`src/pkg/ppa_pkg.sv`:
```
// constants and types for the port and bus pin allocation block
package ppa_pkg;

  ////////////////////////////////////////////////////////////////////////////
  // register indices, byte address is four times the index
  localparam logic [7:0] PPA_IDX_DIR  = 8'h16;
  localparam logic [7:0] PPA_IDX_CFG  = 8'h17;
  localparam logic [7:0] PPA_IDX_REL  = 8'h18;
  localparam logic [7:0] PPA_IDX_STAT = 8'h19;

  ////////////////////////////////////////////////////////////////////////////
  // reset values
  localparam logic [7:0] PPA_DIR_RESET = 8'hff;
  localparam logic [3:0] PPA_CFG_RESET = 4'h8;
  localparam logic [5:0] PPA_REL_RESET = 6'h00;

  ////////////////////////////////////////////////////////////////////////////
  // bus configuration fields
  localparam int PPA_CFG_MUX   = 0;
  localparam int PPA_CFG_W16   = 1;
  localparam int PPA_CFG_EXTA  = 2;
  localparam int PPA_CFG_SCHIP = 3;

  // function release fields
  localparam int PPA_REL_UADDR = 0;
  localparam int PPA_REL_WRL   = 1;
  localparam int PPA_REL_WRH   = 2;
  localparam int PPA_REL_HOLD  = 3;
  localparam int PPA_REL_RDY   = 4;
  localparam int PPA_REL_CLK   = 5;

  // port 5 pin positions
  localparam int PPA_P5_ALE = 7;
  localparam int PPA_P5_WRL = 5;
  localparam int PPA_P5_WRH = 4;
  localparam int PPA_P5_HRQ = 3;
  localparam int PPA_P5_HAK = 2;
  localparam int PPA_P5_RDY = 1;
  localparam int PPA_P5_CLK = 0;

  ////////////////////////////////////////////////////////////////////////////
  // ahb-lite codes
  localparam int         PPA_HTRANS_ACT = 1;
  localparam logic [2:0] PPA_HSIZE_WORD = 3'h2;

  ////////////////////////////////////////////////////////////////////////////
  // port 1 pin function
  typedef enum logic [1:0] {
    PPA_P1_PORT,
    PPA_P1_DATA,
    PPA_P1_ADDR,
    PPA_P1_ADDAT
  } ppa_p1_t;

  // byte address of a register index
  function automatic logic [7:0] ppa_byte_addr(input logic [7:0] idx);
    return {idx[5:0], 2'b00};
  endfunction

endpackage

```
`src/design/ppa_ahb_regs.sv`:
```
// ahb-lite register slave for the pin allocation block
`timescale 1ns/1ps
module ppa_ahb_regs
  import ppa_pkg::*;
(
  // clock and reset
  input  wire logic        hclk,
  input  wire logic        hresetn,
  // ahb-lite
  input  wire logic        hsel,
  input  wire logic [31:0] haddr,
  input  wire logic [1:0]  htrans,
  input  wire logic        hwrite,
  input  wire logic [2:0]  hsize,
  input  wire logic [31:0] hwdata,
  input  wire logic        hready,
  output logic             hreadyout,
  output logic             hresp,
  output logic [31:0]      hrdata,
  // register fields
  input  wire logic [7:0]  pin_status,
  output logic [7:0]       dir_reg,
  output logic [3:0]       cfg_reg,
  output logic [5:0]       rel_reg
);

  logic        take;
  logic [7:0]  addr_reg;
  logic [7:0]  addr_next;
  logic        wpend_reg;
  logic        wpend_next;
  logic [31:0] rdata_reg;
  logic [31:0] rdata_next;
  logic [7:0]  dir_next;
  logic [3:0]  cfg_next;
  logic [5:0]  rel_next;
  logic        dir_wr_reg;

  assign hreadyout = 1'b1;
  assign hresp     = 1'b0;
  assign hrdata    = rdata_reg;

  ////////////////////////////////////////////////////////////////////////////
  // address phase capture, read mux, data phase write
  always_comb begin
    take = hsel & hready & htrans[PPA_HTRANS_ACT] & (hsize == PPA_HSIZE_WORD);
    wpend_next = take & hwrite;
    addr_next  = take ? haddr[7:0] : addr_reg;
    rdata_next = rdata_reg;
    dir_next   = dir_reg;
    cfg_next   = cfg_reg;
    rel_next   = rel_reg;
    if (take && !hwrite) begin
      if (haddr[7:0] == ppa_byte_addr(PPA_IDX_DIR)) begin
        rdata_next = {24'h00_0000, dir_reg};
      end else if (haddr[7:0] == ppa_byte_addr(PPA_IDX_CFG)) begin
        rdata_next = {28'h000_0000, cfg_reg};
      end else if (haddr[7:0] == ppa_byte_addr(PPA_IDX_REL)) begin
        rdata_next = {26'h000_0000, rel_reg};
      end else if (haddr[7:0] == ppa_byte_addr(PPA_IDX_STAT)) begin
        rdata_next = {24'h00_0000, pin_status};
      end else begin
        rdata_next = 32'h0000_0000;
      end
    end
    if (wpend_reg) begin
      if (addr_reg == ppa_byte_addr(PPA_IDX_DIR)) begin
        dir_next = hwdata[7:0];
      end else if (addr_reg == ppa_byte_addr(PPA_IDX_CFG)) begin
        cfg_next = hwdata[3:0];
      end else if (addr_reg == ppa_byte_addr(PPA_IDX_REL)) begin
        rel_next = hwdata[5:0];
      end
    end
  end

  always_ff @(posedge hclk or negedge hresetn) begin
    if (!hresetn) begin
      addr_reg   <= 8'h00;
      wpend_reg  <= 1'b0;
      rdata_reg  <= 32'h0000_0000;
      dir_reg    <= PPA_DIR_RESET;
      cfg_reg    <= PPA_CFG_RESET;
      rel_reg    <= PPA_REL_RESET;
      dir_wr_reg <= 1'b0;
    end else begin
      addr_reg   <= addr_next;
      wpend_reg  <= wpend_next;
      rdata_reg  <= rdata_next;
      dir_reg    <= dir_next;
      cfg_reg    <= cfg_next;
      rel_reg    <= rel_next;
      dir_wr_reg <= dir_wr_reg |
                    (wpend_reg && addr_reg == ppa_byte_addr(PPA_IDX_DIR));
    end
  end

  dir_reset_a: assert property (@(posedge hclk) disable iff (!hresetn)
    !dir_wr_reg |-> dir_reg == PPA_DIR_RESET)
    else $error("direction bits left reset value without a write");

endmodule

```
`src/design/ppa_mode_decode.sv`:
```
// bus mode decode into per-pin function selects
`timescale 1ns/1ps
module ppa_mode_decode
  import ppa_pkg::*;
(
  // configuration
  input  wire logic [3:0] cfg,
  input  wire logic [5:0] rel,
  // pin function selects
  output ppa_p1_t         p1_sel,
  output logic            d0_bus,
  output logic            p2_addr,
  output logic            p3_addr,
  output logic            p4_addr,
  output logic            ctl_bus,
  output logic            wrl_bus,
  output logic            wrh_bus,
  output logic            hold_bus,
  output logic            rdy_bus,
  output logic            clk_bus,
  output logic [7:0]      status
);

  logic bus_on;
  logic mux_on;
  logic w16_on;

  always_comb begin
    bus_on   = !cfg[PPA_CFG_SCHIP];
    mux_on   = cfg[PPA_CFG_MUX];
    w16_on   = cfg[PPA_CFG_W16];
    d0_bus   = bus_on;
    p2_addr  = bus_on & !mux_on;
    p3_addr  = bus_on & !mux_on;
    p4_addr  = bus_on & cfg[PPA_CFG_EXTA] & !rel[PPA_REL_UADDR];
    ctl_bus  = bus_on;
    wrl_bus  = bus_on & !rel[PPA_REL_WRL];
    wrh_bus  = bus_on & w16_on & !rel[PPA_REL_WRH];
    hold_bus = bus_on & !rel[PPA_REL_HOLD];
    rdy_bus  = bus_on & !rel[PPA_REL_RDY];
    clk_bus  = bus_on & !rel[PPA_REL_CLK];
    if (!bus_on) begin
      p1_sel = PPA_P1_PORT;
    end else if (mux_on) begin
      p1_sel = w16_on ? PPA_P1_ADDAT : PPA_P1_ADDR;
    end else begin
      p1_sel = w16_on ? PPA_P1_DATA : PPA_P1_PORT;
    end
    status = {hold_bus, wrh_bus, wrl_bus, p4_addr, p2_addr, p1_sel, d0_bus};
  end

endmodule

```
`src/design/ppa_pin_mux.sv`:
```
// port and external bus pin allocation, top level
`timescale 1ns/1ps
// What this block does
// - port 6 direction bit: 0 port, 1 analog
// - port 6 direction bits reset to all ones
// - shared pin function from mode and registers
// - low pins carry data or address/data
// - port 1: port, data, address or address/data
// - port 2 low address in non-multiplexed mode
// - port 3 high address in non-multiplexed mode
// - port 4 upper address when external address enabled
// - function selection releases control pins to port
// - single-chip mode makes all shared pins ports
module ppa_pin_mux
  import ppa_pkg::*;
(
  // clock and reset
  input  wire logic        hclk,
  input  wire logic        hresetn,
  // ahb-lite
  input  wire logic        hsel,
  input  wire logic [31:0] haddr,
  input  wire logic [1:0]  htrans,
  input  wire logic        hwrite,
  input  wire logic [2:0]  hsize,
  input  wire logic [31:0] hwdata,
  input  wire logic        hready,
  output logic             hreadyout,
  output logic             hresp,
  output logic [31:0]      hrdata,
  // bus controller side
  input  wire logic [23:0] bus_addr,
  input  wire logic [15:0] bus_dout,
  input  wire logic        bus_dout_oe,
  output logic [15:0]      bus_din,
  input  wire logic        bus_ale,
  input  wire logic        bus_rd_n,
  input  wire logic        low_byte_write_strobe,
  input  wire logic        high_byte_write_strobe,
  input  wire logic        bus_hold_ack,
  output logic             bus_hold_request,
  output logic             bus_ready,
  input  wire logic        bus_clk,
  // port side, ports 0 to 5
  input  wire logic [7:0]  p0_out,
  input  wire logic [7:0]  p0_oe,
  output logic [7:0]       p0_in,
  input  wire logic [7:0]  p1_out,
  input  wire logic [7:0]  p1_oe,
  output logic [7:0]       p1_in,
  input  wire logic [7:0]  p2_out,
  input  wire logic [7:0]  p2_oe,
  output logic [7:0]       p2_in,
  input  wire logic [7:0]  p3_out,
  input  wire logic [7:0]  p3_oe,
  output logic [7:0]       p3_in,
  input  wire logic [7:0]  p4_out,
  input  wire logic [7:0]  p4_oe,
  output logic [7:0]       p4_in,
  input  wire logic [7:0]  p5_out,
  input  wire logic [7:0]  p5_oe,
  output logic [7:0]       p5_in,
  // port side, open-drain port 6
  input  wire logic [7:0]  p6_out,
  output logic [7:0]       p6_in,
  output logic [7:0]       analog_sel,
  // pads
  input  wire logic [7:0]  pad0_in,
  output logic [7:0]       pad0_out,
  output logic [7:0]       pad0_oe,
  input  wire logic [7:0]  pad1_in,
  output logic [7:0]       pad1_out,
  output logic [7:0]       pad1_oe,
  input  wire logic [7:0]  pad2_in,
  output logic [7:0]       pad2_out,
  output logic [7:0]       pad2_oe,
  input  wire logic [7:0]  pad3_in,
  output logic [7:0]       pad3_out,
  output logic [7:0]       pad3_oe,
  input  wire logic [7:0]  pad4_in,
  output logic [7:0]       pad4_out,
  output logic [7:0]       pad4_oe,
  input  wire logic [7:0]  pad5_in,
  output logic [7:0]       pad5_out,
  output logic [7:0]       pad5_oe,
  output logic             pad_rd_out,
  output logic             pad_rd_oe,
  input  wire logic [7:0]  pad6_in,
  output logic [7:0]       pad6_out,
  output logic [7:0]       pad6_oe
);

  logic [7:0] port6_pin_direction;
  logic [3:0] cfg;
  logic [5:0] rel;
  logic [7:0] status;
  ppa_p1_t    p1_sel;
  logic       d0_bus;
  logic       p2_addr;
  logic       p3_addr;
  logic       p4_addr;
  logic       ctl_bus;
  logic       wrl_bus;
  logic       wrh_bus;
  logic       hold_bus;
  logic       rdy_bus;
  logic       clk_bus;

  logic [7:0]  pad0_out_next, pad0_oe_next, pad1_out_next, pad1_oe_next;
  logic [7:0]  pad2_out_next, pad2_oe_next, pad3_out_next, pad3_oe_next;
  logic [7:0]  pad4_out_next, pad4_oe_next, pad5_out_next, pad5_oe_next;
  logic [7:0]  pad6_oe_next, p6_in_next;
  logic        pad_rd_out_next, pad_rd_oe_next;
  logic [15:0] bus_din_next;
  logic        hold_req_next, ready_next;

  ////////////////////////////////////////////////////////////////////////////
  // registers and mode decode
  ppa_ahb_regs u_regs (
    .hclk       (hclk),
    .hresetn    (hresetn),
    .hsel       (hsel),
    .haddr      (haddr),
    .htrans     (htrans),
    .hwrite     (hwrite),
    .hsize      (hsize),
    .hwdata     (hwdata),
    .hready     (hready),
    .hreadyout  (hreadyout),
    .hresp      (hresp),
    .hrdata     (hrdata),
    .pin_status (status),
    .dir_reg    (port6_pin_direction),
    .cfg_reg    (cfg),
    .rel_reg    (rel)
  );

  ppa_mode_decode u_dec (
    .cfg      (cfg),
    .rel      (rel),
    .p1_sel   (p1_sel),
    .d0_bus   (d0_bus),
    .p2_addr  (p2_addr),
    .p3_addr  (p3_addr),
    .p4_addr  (p4_addr),
    .ctl_bus  (ctl_bus),
    .wrl_bus  (wrl_bus),
    .wrh_bus  (wrh_bus),
    .hold_bus (hold_bus),
    .rdy_bus  (rdy_bus),
    .clk_bus  (clk_bus),
    .status   (status)
  );

  assign analog_sel = port6_pin_direction;
  assign pad6_out   = 8'h00;

  ////////////////////////////////////////////////////////////////////////////
  // pin multiplexer, next values
  always_comb begin
    // low data pins, address first while ale is high in multiplexed mode
    pad0_out_next = p0_out;
    pad0_oe_next  = p0_oe;
    if (d0_bus && cfg[PPA_CFG_MUX] && bus_ale) begin
      pad0_out_next = bus_addr[7:0];
      pad0_oe_next  = 8'hff;
    end else if (d0_bus) begin
      pad0_out_next = bus_dout[7:0];
      pad0_oe_next  = {8{bus_dout_oe}};
    end
    // port 1
    case (p1_sel)
      PPA_P1_DATA: begin
        pad1_out_next = bus_dout[15:8];
        pad1_oe_next  = {8{bus_dout_oe}};
      end
      PPA_P1_ADDR: begin
        pad1_out_next = bus_addr[15:8];
        pad1_oe_next  = 8'hff;
      end
      PPA_P1_ADDAT: begin
        pad1_out_next = bus_ale ? bus_addr[15:8] : bus_dout[15:8];
        pad1_oe_next  = bus_ale ? 8'hff : {8{bus_dout_oe}};
      end
      default: begin
        pad1_out_next = p1_out;
        pad1_oe_next  = p1_oe;
      end
    endcase
    // ports 2 to 4, address outputs
    pad2_out_next = p2_addr ? bus_addr[7:0] : p2_out;
    pad2_oe_next  = p2_addr ? 8'hff : p2_oe;
    pad3_out_next = p3_addr ? bus_addr[15:8] : p3_out;
    pad3_oe_next  = p3_addr ? 8'hff : p3_oe;
    pad4_out_next = p4_addr ? bus_addr[23:16] : p4_out;
    pad4_oe_next  = p4_addr ? 8'hff : p4_oe;
    // port 5, control pins
    pad5_out_next = p5_out;
    pad5_oe_next  = p5_oe;
    if (ctl_bus) begin
      pad5_out_next[PPA_P5_ALE] = bus_ale;
      pad5_oe_next[PPA_P5_ALE]  = 1'b1;
    end
    if (wrl_bus) begin
      pad5_out_next[PPA_P5_WRL] = low_byte_write_strobe;
      pad5_oe_next[PPA_P5_WRL]  = 1'b1;
    end
    if (wrh_bus) begin
      pad5_out_next[PPA_P5_WRH] = high_byte_write_strobe;
      pad5_oe_next[PPA_P5_WRH]  = 1'b1;
    end
    if (hold_bus) begin
      pad5_out_next[PPA_P5_HRQ] = 1'b0;
      pad5_oe_next[PPA_P5_HRQ]  = 1'b0;
      pad5_out_next[PPA_P5_HAK] = bus_hold_ack;
      pad5_oe_next[PPA_P5_HAK]  = 1'b1;
    end
    if (rdy_bus) begin
      pad5_out_next[PPA_P5_RDY] = 1'b0;
      pad5_oe_next[PPA_P5_RDY]  = 1'b0;
    end
    if (clk_bus) begin
      pad5_out_next[PPA_P5_CLK] = bus_clk;
      pad5_oe_next[PPA_P5_CLK]  = 1'b1;
    end
    pad_rd_out_next = ctl_bus ? bus_rd_n : 1'b1;
    pad_rd_oe_next  = ctl_bus;
    // bus inputs
    bus_din_next[7:0]  = d0_bus ? pad0_in : 8'h00;
    bus_din_next[15:8] = (p1_sel == PPA_P1_DATA || p1_sel == PPA_P1_ADDAT)
                         ? pad1_in : 8'h00;
    hold_req_next = hold_bus & pad5_in[PPA_P5_HRQ];
    ready_next    = rdy_bus ? pad5_in[PPA_P5_RDY] : 1'b1;
    // port 6, open drain pulls low only in port mode
    pad6_oe_next = ~port6_pin_direction & ~p6_out;
    p6_in_next   = ~port6_pin_direction & pad6_in;
  end

  ////////////////////////////////////////////////////////////////////////////
  // registered pin and bus outputs
  always_ff @(posedge hclk or negedge hresetn) begin
    if (!hresetn) begin
      pad0_out         <= 8'h00;
      pad0_oe          <= 8'h00;
      pad1_out         <= 8'h00;
      pad1_oe          <= 8'h00;
      pad2_out         <= 8'h00;
      pad2_oe          <= 8'h00;
      pad3_out         <= 8'h00;
      pad3_oe          <= 8'h00;
      pad4_out         <= 8'h00;
      pad4_oe          <= 8'h00;
      pad5_out         <= 8'h00;
      pad5_oe          <= 8'h00;
      pad_rd_out       <= 1'b1;
      pad_rd_oe        <= 1'b0;
      pad6_oe          <= 8'h00;
      p6_in            <= 8'h00;
      p0_in            <= 8'h00;
      p1_in            <= 8'h00;
      p2_in            <= 8'h00;
      p3_in            <= 8'h00;
      p4_in            <= 8'h00;
      p5_in            <= 8'h00;
      bus_din          <= 16'h0000;
      bus_hold_request <= 1'b0;
      bus_ready        <= 1'b1;
    end else begin
      pad0_out         <= pad0_out_next;
      pad0_oe          <= pad0_oe_next;
      pad1_out         <= pad1_out_next;
      pad1_oe          <= pad1_oe_next;
      pad2_out         <= pad2_out_next;
      pad2_oe          <= pad2_oe_next;
      pad3_out         <= pad3_out_next;
      pad3_oe          <= pad3_oe_next;
      pad4_out         <= pad4_out_next;
      pad4_oe          <= pad4_oe_next;
      pad5_out         <= pad5_out_next;
      pad5_oe          <= pad5_oe_next;
      pad_rd_out       <= pad_rd_out_next;
      pad_rd_oe        <= pad_rd_oe_next;
      pad6_oe          <= pad6_oe_next;
      p6_in            <= p6_in_next;
      p0_in            <= pad0_in;
      p1_in            <= pad1_in;
      p2_in            <= pad2_in;
      p3_in            <= pad3_in;
      p4_in            <= pad4_in;
      p5_in            <= pad5_in;
      bus_din          <= bus_din_next;
      bus_hold_request <= hold_req_next;
      bus_ready        <= ready_next;
    end
  end

  ////////////////////////////////////////////////////////////////////////////
  // checks
  analog_no_drive_a: assert property (@(posedge hclk)
    disable iff (!hresetn)
    ($past(port6_pin_direction) & pad6_oe) == 8'h00)
    else $error("analog port 6 pin is driven");

  low_data_a: assert property (@(posedge hclk)
    disable iff (!hresetn)
    $past(d0_bus) && !$past(cfg[PPA_CFG_MUX])
    |-> pad0_out == $past(bus_dout[7:0]))
    else $error("low data pins do not follow bus data");

  p1_addr_a: assert property (@(posedge hclk)
    disable iff (!hresetn)
    $past(p1_sel) == PPA_P1_ADDR
    |-> pad1_out == $past(bus_addr[15:8]) && pad1_oe == 8'hff)
    else $error("port 1 pins do not carry high address");

  p2_addr_a: assert property (@(posedge hclk)
    disable iff (!hresetn)
    !$past(cfg[PPA_CFG_SCHIP]) && !$past(cfg[PPA_CFG_MUX])
    |-> pad2_out == $past(bus_addr[7:0]) && pad2_oe == 8'hff)
    else $error("port 2 pins do not carry low address");

  p4_port_a: assert property (@(posedge hclk)
    disable iff (!hresetn)
    $past(hresetn) && !$past(cfg[PPA_CFG_EXTA])
    |-> pad4_out == $past(p4_out) && pad4_oe == $past(p4_oe))
    else $error("port 4 pins not released with address control off");

  wrh_port_a: assert property (@(posedge hclk)
    disable iff (!hresetn)
    $past(hresetn) && !$past(cfg[PPA_CFG_W16])
    |-> pad5_oe[PPA_P5_WRH] == $past(p5_oe[PPA_P5_WRH]))
    else $error("upper write strobe driven on 8-bit bus");

  single_chip_a: assert property (@(posedge hclk)
    disable iff (!hresetn)
    $past(hresetn) && $past(cfg[PPA_CFG_SCHIP])
    |-> pad0_oe == $past(p0_oe) && pad1_oe == $past(p1_oe)
        && pad3_oe == $past(p3_oe) && pad5_out == $past(p5_out)
        && !pad_rd_oe)
    else $error("bus function left on in single-chip mode");

  ale_pin_a: assert property (@(posedge hclk)
    disable iff (!hresetn)
    !$past(cfg[PPA_CFG_SCHIP])
    |-> pad5_out[PPA_P5_ALE] == $past(bus_ale) && pad5_oe[PPA_P5_ALE])
    else $error("address latch enable pin not following bus");

endmodule

```
`config.mk`:
```
export PLATFORM = sky130hd
export DESIGN_NAME = ppa_pin_mux
export DESIGN_NICKNAME = d
export VERILOG_FILES = /design/src/pkg/ppa_pkg.sv /design/src/design/ppa_ahb_regs.sv /design/src/design/ppa_mode_decode.sv /design/src/design/ppa_pin_mux.sv
export SDC_FILE = /design/constraint.sdc
export NUM_CORES = 1
export LEC_CHECK = 0
export BUFFER_PORTS_ARGS = -buffer_cell sky130_fd_sc_hd__buf_2
export CELL_PAD_IN_SITES_DETAIL_PLACEMENT = 0
export CELL_PAD_IN_SITES_GLOBAL_PLACEMENT = 1
export CORE_AREA = 5 5 194 196
export DETAILED_ROUTE_END_ITERATION = 12
export DIE_AREA = 0 0 199 201
export HOLD_SLACK_MARGIN = 0.02
export PLACE_DENSITY = 0.57
export SLEW_MARGIN = 5
export SYNTH_ARGS = -nofsm -noshare
export SYNTH_HDL_FRONTEND = slang
export SYNTH_SLANG_ARGS = --single-unit
```
`constraint.sdc`:
```
create_clock -name hclk -period 4.4 [get_ports hclk]
set_clock_uncertainty 0.2 [all_clocks]
set_input_delay 0.22 -clock hclk [delete_from_list [all_inputs] [get_ports hclk]]
set_output_delay 0.22 -clock hclk [all_outputs]
set_load 0.05 [all_outputs]
```
# Yosys cells after proc, flatten, opt, wreduce, memory -nomap -nowiden
# Cells that the tools add are included.
# totals
latch_bits,0
output_inout_bits,230
rom_bits,0
register_bits,239
ramBits,0
memories,0
input_bits,281
# classes
reduce_logical,16
shifts,0
muxes,38
mul,0
n_bitwise,20
add_sub_neg,0
order_cmp,0
div_mod_pow,0
n_eq_ne,11
# op_table
cell,count
8-bit 2-to-1 mux,15
32-bit 2-to-1 mux,3
"8-bit by 7-bit equality test with 1-bit output, second input constant",7
8-bit case mux with 3 select lines,2
8-bit bitwise AND,2
8-bit NOT,2
1-bit bitwise AND,14
1-bit 2-to-1 mux,14
1-bit zero test,9
2-bit 2-to-1 mux,4
"2-bit equality test, second input constant",2
4-bit AND reduction,1
"3-bit by 2-bit equality test with 1-bit output, second input constant",1
1-bit logical AND,3
3-bit AND reduction,1
"2-bit by 1-bit equality test with 1-bit output, second input constant",1
1-bit NOT,2
2-bit AND reduction,1
1-bit logical OR,1

# Depth between registers and ports, before layout
# Gate-level depths: netlist of run 1.
# logic_depth
depth_word,7
ltp_mapped,6
depth_no_buf,4

# Modules after synthesis
# Synthesis of run 1 repeated with hierarchy kept, for this count alone.
# hier_totals
hier_cells,540
hier_area_um2,7847.5
# by_module_without_submodules
mod,area_each_um2,instances,cells_each,seq_area_each_um2
ppa_pin_mux,5894.4,1,380,4506.8
ppa_ahb_regs,1806.7,1,139,887.1
ppa_mode_decode,146.4,1,21,0.0

# Worst setup path before layout of run 1
# OpenSTA, ideal clock, no wires.
# synth_timing
kind,register to register
from,register u_regs.cfg_reg[3]
to,register pad1_oe[0]
path_slack_ps,2521
n_path_buf,2
setup_time_ps,118
synth_period_minus_slack_ps,1879
arrival_ps,1561
path_stages_with_launch,7
cell_sequence,dfstp_2 -> clkbuf_1 -> inv_1 -> and3_1 -> clkbuf_1 -> a21o_1 -> a21o_1
# synth_via
elab_chain_cells,3
# synth_rtl
element,line_no,source
from (decl),ppa_ahb_regs.sv:23,"output logic [3:0] cfg_reg,"
from (signal assigned),ppa_ahb_regs.sv:91,cfg_reg <= cfg_next;
2-bit 2-to-1 mux *,ppa_mode_decode.sv:42,if (!bus_on) begin
2-bit equality test or 2-bit by 1-bit equality test with 1-bit output (tied branches),ppa_pin_mux.sv:172,case (p1_sel)
8-bit case mux with 3 select lines *,ppa_pin_mux.sv:172,
named net pad1_oe_next[0],ppa_pin_mux.sv:109,"logic [7:0] pad0_out_next, pad0_oe_next, pad1_out_next, pad1_oe_next;"
to (signal assigned),ppa_pin_mux.sv:272,pad1_oe <= pad1_oe_next;
to (decl),ppa_pin_mux.sv:73,"output logic [7:0] pad1_oe,"
# Mark *: on every way through the listed nets, which the timed path passes. The rest lies on a longest branch.
# A chain may end at the register's enable or synchronous reset.

# Worst setup path in the final report of run 1
# layout_timing
from,register u_regs.cfg_reg[0]
to,register pad3_out[4]
# layout_via
elab_chain_cells,3
# layout_rtl
element,line_no,source
1-bit zero test,ppa_mode_decode.sv:34,p3_addr = bus_on & !mux_on;
1-bit bitwise AND,ppa_mode_decode.sv:34,
8-bit 2-to-1 mux,ppa_pin_mux.sv:193,pad3_out_next = p3_addr ? bus_addr[15:8] : p3_out;
named net pad3_out_next[4],ppa_pin_mux.sv:110,"logic [7:0] pad2_out_next, pad2_oe_next, pad3_out_next, pad3_oe_next;"
to (signal assigned),ppa_pin_mux.sv:275,pad3_out <= pad3_out_next;
to (decl),ppa_pin_mux.sv:78,"output logic [7:0] pad3_out,"
# The timed path passes the listed nets, and every way through them passes these cells.

==> flow_summary.ini, run 1 <==
[global_route]
grt_pass1_wl_mm = 42.3
antenna_found_initial = 2
grt_max_degree = 112
gr-usage-all-layers_pct = 13.4
grt_pass1_vias = 7331
grt_overflow = 0

[worst_hold_path]
hold_end = u_regs.hrdata[1]
hold_class = in -> reg
holdPathStages = 5
hp-start = hsize[1]

[synth]
synthCells = 530
synth_common_cells = dfrtp_1, mux2_2, buf_4, or2_2, nor2_1
synthArstFlopShare_pct = 100
yosysWarningCount = 0
synth_top_area_share_pct = 66.6
ys.flop_type = dfrtp_1
syn_avg_cell_area_um2 = 14.5
synth_area_leaders = dfrtp_1, mux2_2, dfstp_2
synth_edf_count = 0
synth.ff_latch_count = 215
synth_cell_types = 44
yosys.area.top_type = dfrtp_1
yosysSeqAreaShare_pct = 70.4
synth_area_um2 = 7660
synth.most_common_cell = dfrtp_1

[timing]
fin_ws_ns = 1.71
hold_violations = 0
drv_slew = 0
fmax_mhz = 372
worstMarginPinSlew_ns = 1.10
tns_ns = 0
worst_hold_slack_ns = 0.0655
rsz0062_at_grt = no
period_needed_ns = 2.69
finalSetupViolCount = 0
slew_headroom_pct = 26.4
period_share_pct = 61.1

[worst_setup_path]
cp-startpoint = u_regs.cfg_reg[0]
cp_max_fo = 24
worst_path_dominant_cell_family = buffers and inverters
r2r-start = u_regs.cfg_reg[0]
critPathLaunchType = register
slowest_delay_ns = 0.58
slowest_stage = dfrtp_1
path_cells = nor2_2 > buf_4 > mux2_2 > dlygate4sd3_1
end_kind = register
worstSetupPathType = reg -> reg
worstReg2RegEnd = pad3_out[4]
critPathBufInv = 2
crit_required_ns = 4.59
ff2ff_path_depth = 4
r2r_setup_slack_ns = 1.71
critical_path_arrival_ns = 2.88

[clocking]
numCtsBuffers = 25
cts_tree = yes
ctsResizeCount = 0
htree_levels = 1
root_buffer = clkbuf_16
clk_pin_slew_ns = 0.06
insertion_delay_ns = 0.51
clockBufferDepth = 3
cts_sinks = 215
cts_setup_buffers = 0

[floorplanning]
die_area_um2 = 40000
core_um2 = 35900
initial_utilization_pct = 21.3
boundaryPins = 511
num_rows = 70
die_h_um = 201
die_w_um = 199

[cells_and_area]
final_cells = 1682
nFillCells = 3541
multi_input_area_um2 = 2030
drive_gt1_share_pct = 47.6
fin_area_um2 = 13300
largest-register = bus_din
layout.area.seq_um2 = 5390
syn_to_final_growth_pct = 73.5
largest_reg_flops = 16
utilization_pct = 37.0
nNetsFinal = 1477

[detailed_routing]
firstDrtPassIters = 4
ant_nets = 0
vias = 6550
vias_per_cell = 3.89
routed_wl_mm = 27.8
drc_errors = 0
dr.first_iter.drc_count = 241
wl_per_cell_um = 16.5

[place]
portBuffers = 427
globalplace.congestion = 0.783
dp_slack_ns = 2.04
dpl_cell_area_um2 = 10300
dp.cells = 1414
dp_hpwl_mm = 20.1

[pwr]
peakVddDrop_uv = 331
total_power_mw = 5.00
leakagePower_nw = 6.50
powerDensity_nw_per_um2 = 376

[outcome]
status = completed

[flow_run]
maxCapViolCount = 0
==> final cells by class <==
class	instances	share of cell area, %
Clock inverter	10	0.593
Multi-Input combinational cell	285	15.3
Timing Repair Buffer	657	33.4
Sequential cell	215	40.6
Antenna cell	1	0.0188
Tap cell	468	4.40
Clock buffer	34	5.41
Inverter	12	0.339
==> power by group <==
| part | leakage, nW | internal (mW) | switching (mW) |
|---|---|---|---|
| combinational | 3.60 | 0.314 | 0.563 |
| sequential | 2.49 | 2.08 | 0.0381 |
| clock | 0.404 | 1.20 | 0.809 |
==> worst max path at each step <==
stage,endpoint,slack [ns],cells past startpoint
2_1_floorplan,pad1_oe[0],2.52,6
3_3_place_gp,u_regs.hrdata[0],2.10,5
3_5_place_dp,u_regs.hrdata[0],2.04,5
4_1_cts,pad4_out[6],1.63,5
5_1_grt,pad4_out[7],1.58,5
6_report,pad3_out[4],1.71,4
==> placed cells by master (no fill, tap or decap), types with 9 or more instances in the layout <==
master           n
a21o_1          17
and2_1          10
buf_2          426
clkbuf_16       25
conb_1          34
dfrtp_1        204
dfstp_2         11
dlygate4sd3_1  223
inv_1           12
mux2_2          55
mux2i_1         12
nand2_1         17
nor2_1          23
nor2b_1         19
o21ai_0          9
or2_2           29
==> worst reg2reg max path, delay by kind of cell, from the launching register on <==
kind / cells / cell delay, ns
multiplexers: 1 / 0.38
AND/OR/NAND/NOR: 1 / 0.48
flip-flops: 1 / 0.58
buffers and inverters: 2 / 0.94
==> cell families (layout without fill, tap and decap cells) <==
logic type | count (synthesis) | in the layout | synth area share, %
buffers and inverters | 62 | 713 | 4.74
other | 2 | 35 | 0.0980
AND/OR/NAND/NOR | 129 | 129 | 9.88
multiplexers | 67 | 67 | 9.65
flip-flops | 215 | 215 | 70.4
AO/OA/AOI/OAI | 55 | 55 | 5.24
==> layer usage <==
layer,GRT usage (%),part of all wire [%],up-vias
li1,-,-,3059
met1,15.9,38,3149
met2,23.8,51,288
met3,3.47,8.6,52
met4,3.74,2.5,2
met5,0,0.047,-
==> repair_timing <==
action / CTS / global route
hold buffers: 223 / 0
setup endpoints to repair: 0 / 0
endpoints found under the hold margin: 316 / 0
Note: power is estimated with default switching activity, not from simulation.
==> inputs of run 2 (changes only) <==
--- a/config.mk
+++ b/config.mk
@@ -5,14 +5,15 @@
 export SDC_FILE = /design/constraint.sdc
 export NUM_CORES = 1
 export LEC_CHECK = 0
+export ABC_AREA = 1
 export BUFFER_PORTS_ARGS = -buffer_cell sky130_fd_sc_hd__buf_2
 export CELL_PAD_IN_SITES_DETAIL_PLACEMENT = 0
 export CELL_PAD_IN_SITES_GLOBAL_PLACEMENT = 1
-export CORE_AREA = 5 5 194 196
+export CORE_AREA = 5 5 193 195
 export DETAILED_ROUTE_END_ITERATION = 12
-export DIE_AREA = 0 0 199 201
+export DIE_AREA = 0 0 198 200
 export HOLD_SLACK_MARGIN = 0.02
-export PLACE_DENSITY = 0.57
+export PLACE_DENSITY = 0.63
 export SLEW_MARGIN = 5
 export SYNTH_ARGS = -nofsm -noshare
 export SYNTH_HDL_FRONTEND = slang
==> constraint.sdc (replaced) <==
create_clock -name hclk -period 2.3 [get_ports hclk]
set_clock_uncertainty 0.2 [all_clocks]
set_input_delay 0.115 -clock hclk [delete_from_list [all_inputs] [get_ports hclk]]
set_output_delay 0.115 -clock hclk [all_outputs]
set_load 0.05 [all_outputs]
==> run 2 against run 1 <==
  * Utilization grew 3.5 points
  * Sequential cell count unchanged
  * Die area fell by 1.0%
  * Synthesized cell count up 43%
  * First-iteration DRC count rose by 10%
  * Area after synthesis rose by 2.8%
  * Non-clock buffer count up 73
  * Highest routed layer is now met4
==> flow_summary.ini, run 2 <==
[pwr]
p_clk_share_pct = 41.6
peakVddDrop_uv = 531
leakagePower_nw = 7.53
swShare_pct = 28.1
powerDensity_nw_per_um2 = 688
switchingPower_mw = 2.76
internal_power_mw = 7.06
seqPwrFrac_pct = 40.8
p_comb_share_pct = 17.6

[timing]
period_share_pct = 94.6
fin_ws_ns = 0.124
finalSetupViolCount = 0
period_needed_ns = 2.18
worstMarginPinSlew_ns = 0.654
rsz0062_at_grt = no
drv_slew = 0
slew_headroom_pct = 56.3
fmax_mhz = 460
hold_violations = 0
tns_ns = 0

[place]
portBuffers = 427
globalplace.congestion = 0.800
dp_slack_ns = 0.0213
dpl_cell_area_um2 = 10500
dp_hpwl_mm = 22.6

[synth]
synth_cell_types = 32
ys.flop_type = dfrtp_1
synthArstFlopShare_pct = 100
yosysWarningCount = 0
yosys.area.top_type = dfrtp_1
synth.ff_latch_count = 215
yosysSeqAreaShare_pct = 68.5
synth_area_leaders = dfrtp_1, nand2_1, dfstp_2
synthCells = 757
synth_edf_count = 0
synth_area_um2 = 7880
synth.most_common_cell = nand2_1
synth_top_area_share_pct = 64.8
syn_avg_cell_area_um2 = 10.4
synth_common_cells = nand2_1, dfrtp_1, nor2_1, inv_1

[global_route]
gr-usage-all-layers_pct = 15.2
grt_pass1_vias = 8483
grt_max_degree = 66
grt_pass1_wl_mm = 47.8
antenna_found_initial = 0
grt_overflow = 0

[clocking]
htree_levels = 1
cts_sinks = 215
root_buffer = clkbuf_16
clk_pin_slew_ns = 0.06
insertion_delay_ns = 0.54
clockBufferDepth = 3
numCtsBuffers = 25
cts_tree = yes

[worst_setup_path]
crit_cells = 4
ff2ff_path_depth = 4
critPathLaunchType = register
critPathCapture = pad5_out[0]
end_kind = register
crit_required_ns = 2.53
critPathBufInv = 2
cp_max_fo = 21
worst_path_dominant_cell_family = buffers and inverters
worstReg2RegEnd = pad5_out[0]
r2r-start = u_regs.cfg_reg[3]
slowest_delay_ns = 0.59
worstSetupPathType = reg -> reg
path_cells = buf_4 > nor2_1 > mux2_2 > dlygate4sd3_1
critical_path_arrival_ns = 2.40
cp-startpoint = u_regs.cfg_reg[3]
r2r_setup_slack_ns = 0.12
slowest_stage = dfstp_2

[cells_and_area]
fin_area_um2 = 14300
largest_reg_flops = 16
n_antenna_cell = 0
largest-register = bus_din
layout_commonest_cell = buf_2
syn_to_final_growth_pct = 81.2
layout.area.seq_um2 = 5390
nFillCells = 3433
final_cell_mix = buf_2, dlygate4sd3_1, nand2_1
utilization_pct = 40.5
drive_gt1_share_pct = 35.7
multi_input_area_um2 = 2010
nNetsFinal = 1778

[floorplanning]
initial_utilization_pct = 22.4
die_area_um2 = 39600
num_rows = 69
boundaryPins = 511
die_w_um = 198
core_um2 = 35200
die_h_um = 200

[detailed_routing]
vias_per_cell = 3.94
routed_wl_mm = 31.3
dr.first_iter.drc_count = 266
wl_per_cell_um = 15.9
firstDrtPassIters = 4
ant_nets = 0
drc_errors = 0
vias = 7786

[worst_hold_path]
hold_class = in -> reg
holdPathStages = 2

[flow_run]
maxCapViolCount = 0

[outcome]
status = completed
==> run 2: final cells by class <==
type | instances | area share [%]
sequential | 215 | 37.8
timing repair buffer | 730 | 36.2
multi-input combinational | 453 | 14.1
clock buffer | 33 | 5.08
tap | 461 | 4.04
inverter | 72 | 1.89
clock inverter | 10 | 0.885
==> run 2: stage by stage <==
step / hold WS [ns] / power, mW / instances
after floorplan: -0.381 / 4.90 / 789
after global placement: -0.0899 / 5.37 / 1642
after detailed placement: -0.0911 / 5.38 / 1642
after CTS: 0.0203 / 9.94 / 1972
after global routing: 0.0203 / 10.3 / 1974
final: 0.0325 / 9.82 / 1974
==> run 2: per-layer routing <==
| metal | wire (um) | vias up | track usage (%) |
|---|---|---|---|
| met4 | 1090 | 0 | 5.48 |
| li1 | - | 3730 | - |
| met1 | 12000 | 3672 | 17.8 |
| met5 | 0 | - | 0 |
| met2 | 16000 | 324 | 27.6 |
| met3 | 2250 | 60 | 3.27 |
==> run 2: power by group through the flow <==
stage | registers, mW | clock network (mW) | logic, mW
2_1_floorplan | 4.57 | 0 | 0.333
3_3_place_gp | 4.07 | 0 | 1.30
3_5_place_dp | 4.07 | 0 | 1.31
4_1_cts | 4.00 | 4.20 | 1.73
5_1_grt | 4.02 | 4.40 | 1.85
6_report | 4.01 | 4.08 | 1.73
==> run 2: how the worst min path moves through the flow <==
| stage | end | from |
|---|---|---|
| after detailed placement | p4_in[1] | hresetn |
| after CTS | p4_in[2] | pad4_in[2] |
| after global placement | p4_in[1] | hresetn |
| after global routing | p4_in[3] | pad4_in[3] |
| after floorplan | bus_din[0] | hresetn |
| final | p0_in[1] | pad0_in[1] |
==> run 2: cell families (layout without fill, tap and decap cells) <==
family	count (synthesis)	in the layout	synth area share [%]
simple gates	379	379	20.2
other cells	2	34	0.0953
buf+inv	121	845	7.64
mux	10	10	1.43
compound gates	30	30	2.19
flops	215	215	68.5
==> run 2: timing repair <==
item / 4_1_cts / 5_1_grt
hold buffers: 287 / 2
buffers inserted: 0 / 0
endpoints found under the hold margin: 419 / 2
endpoints found under the setup margin: 0 / 18
resized for setup: 0 / 2
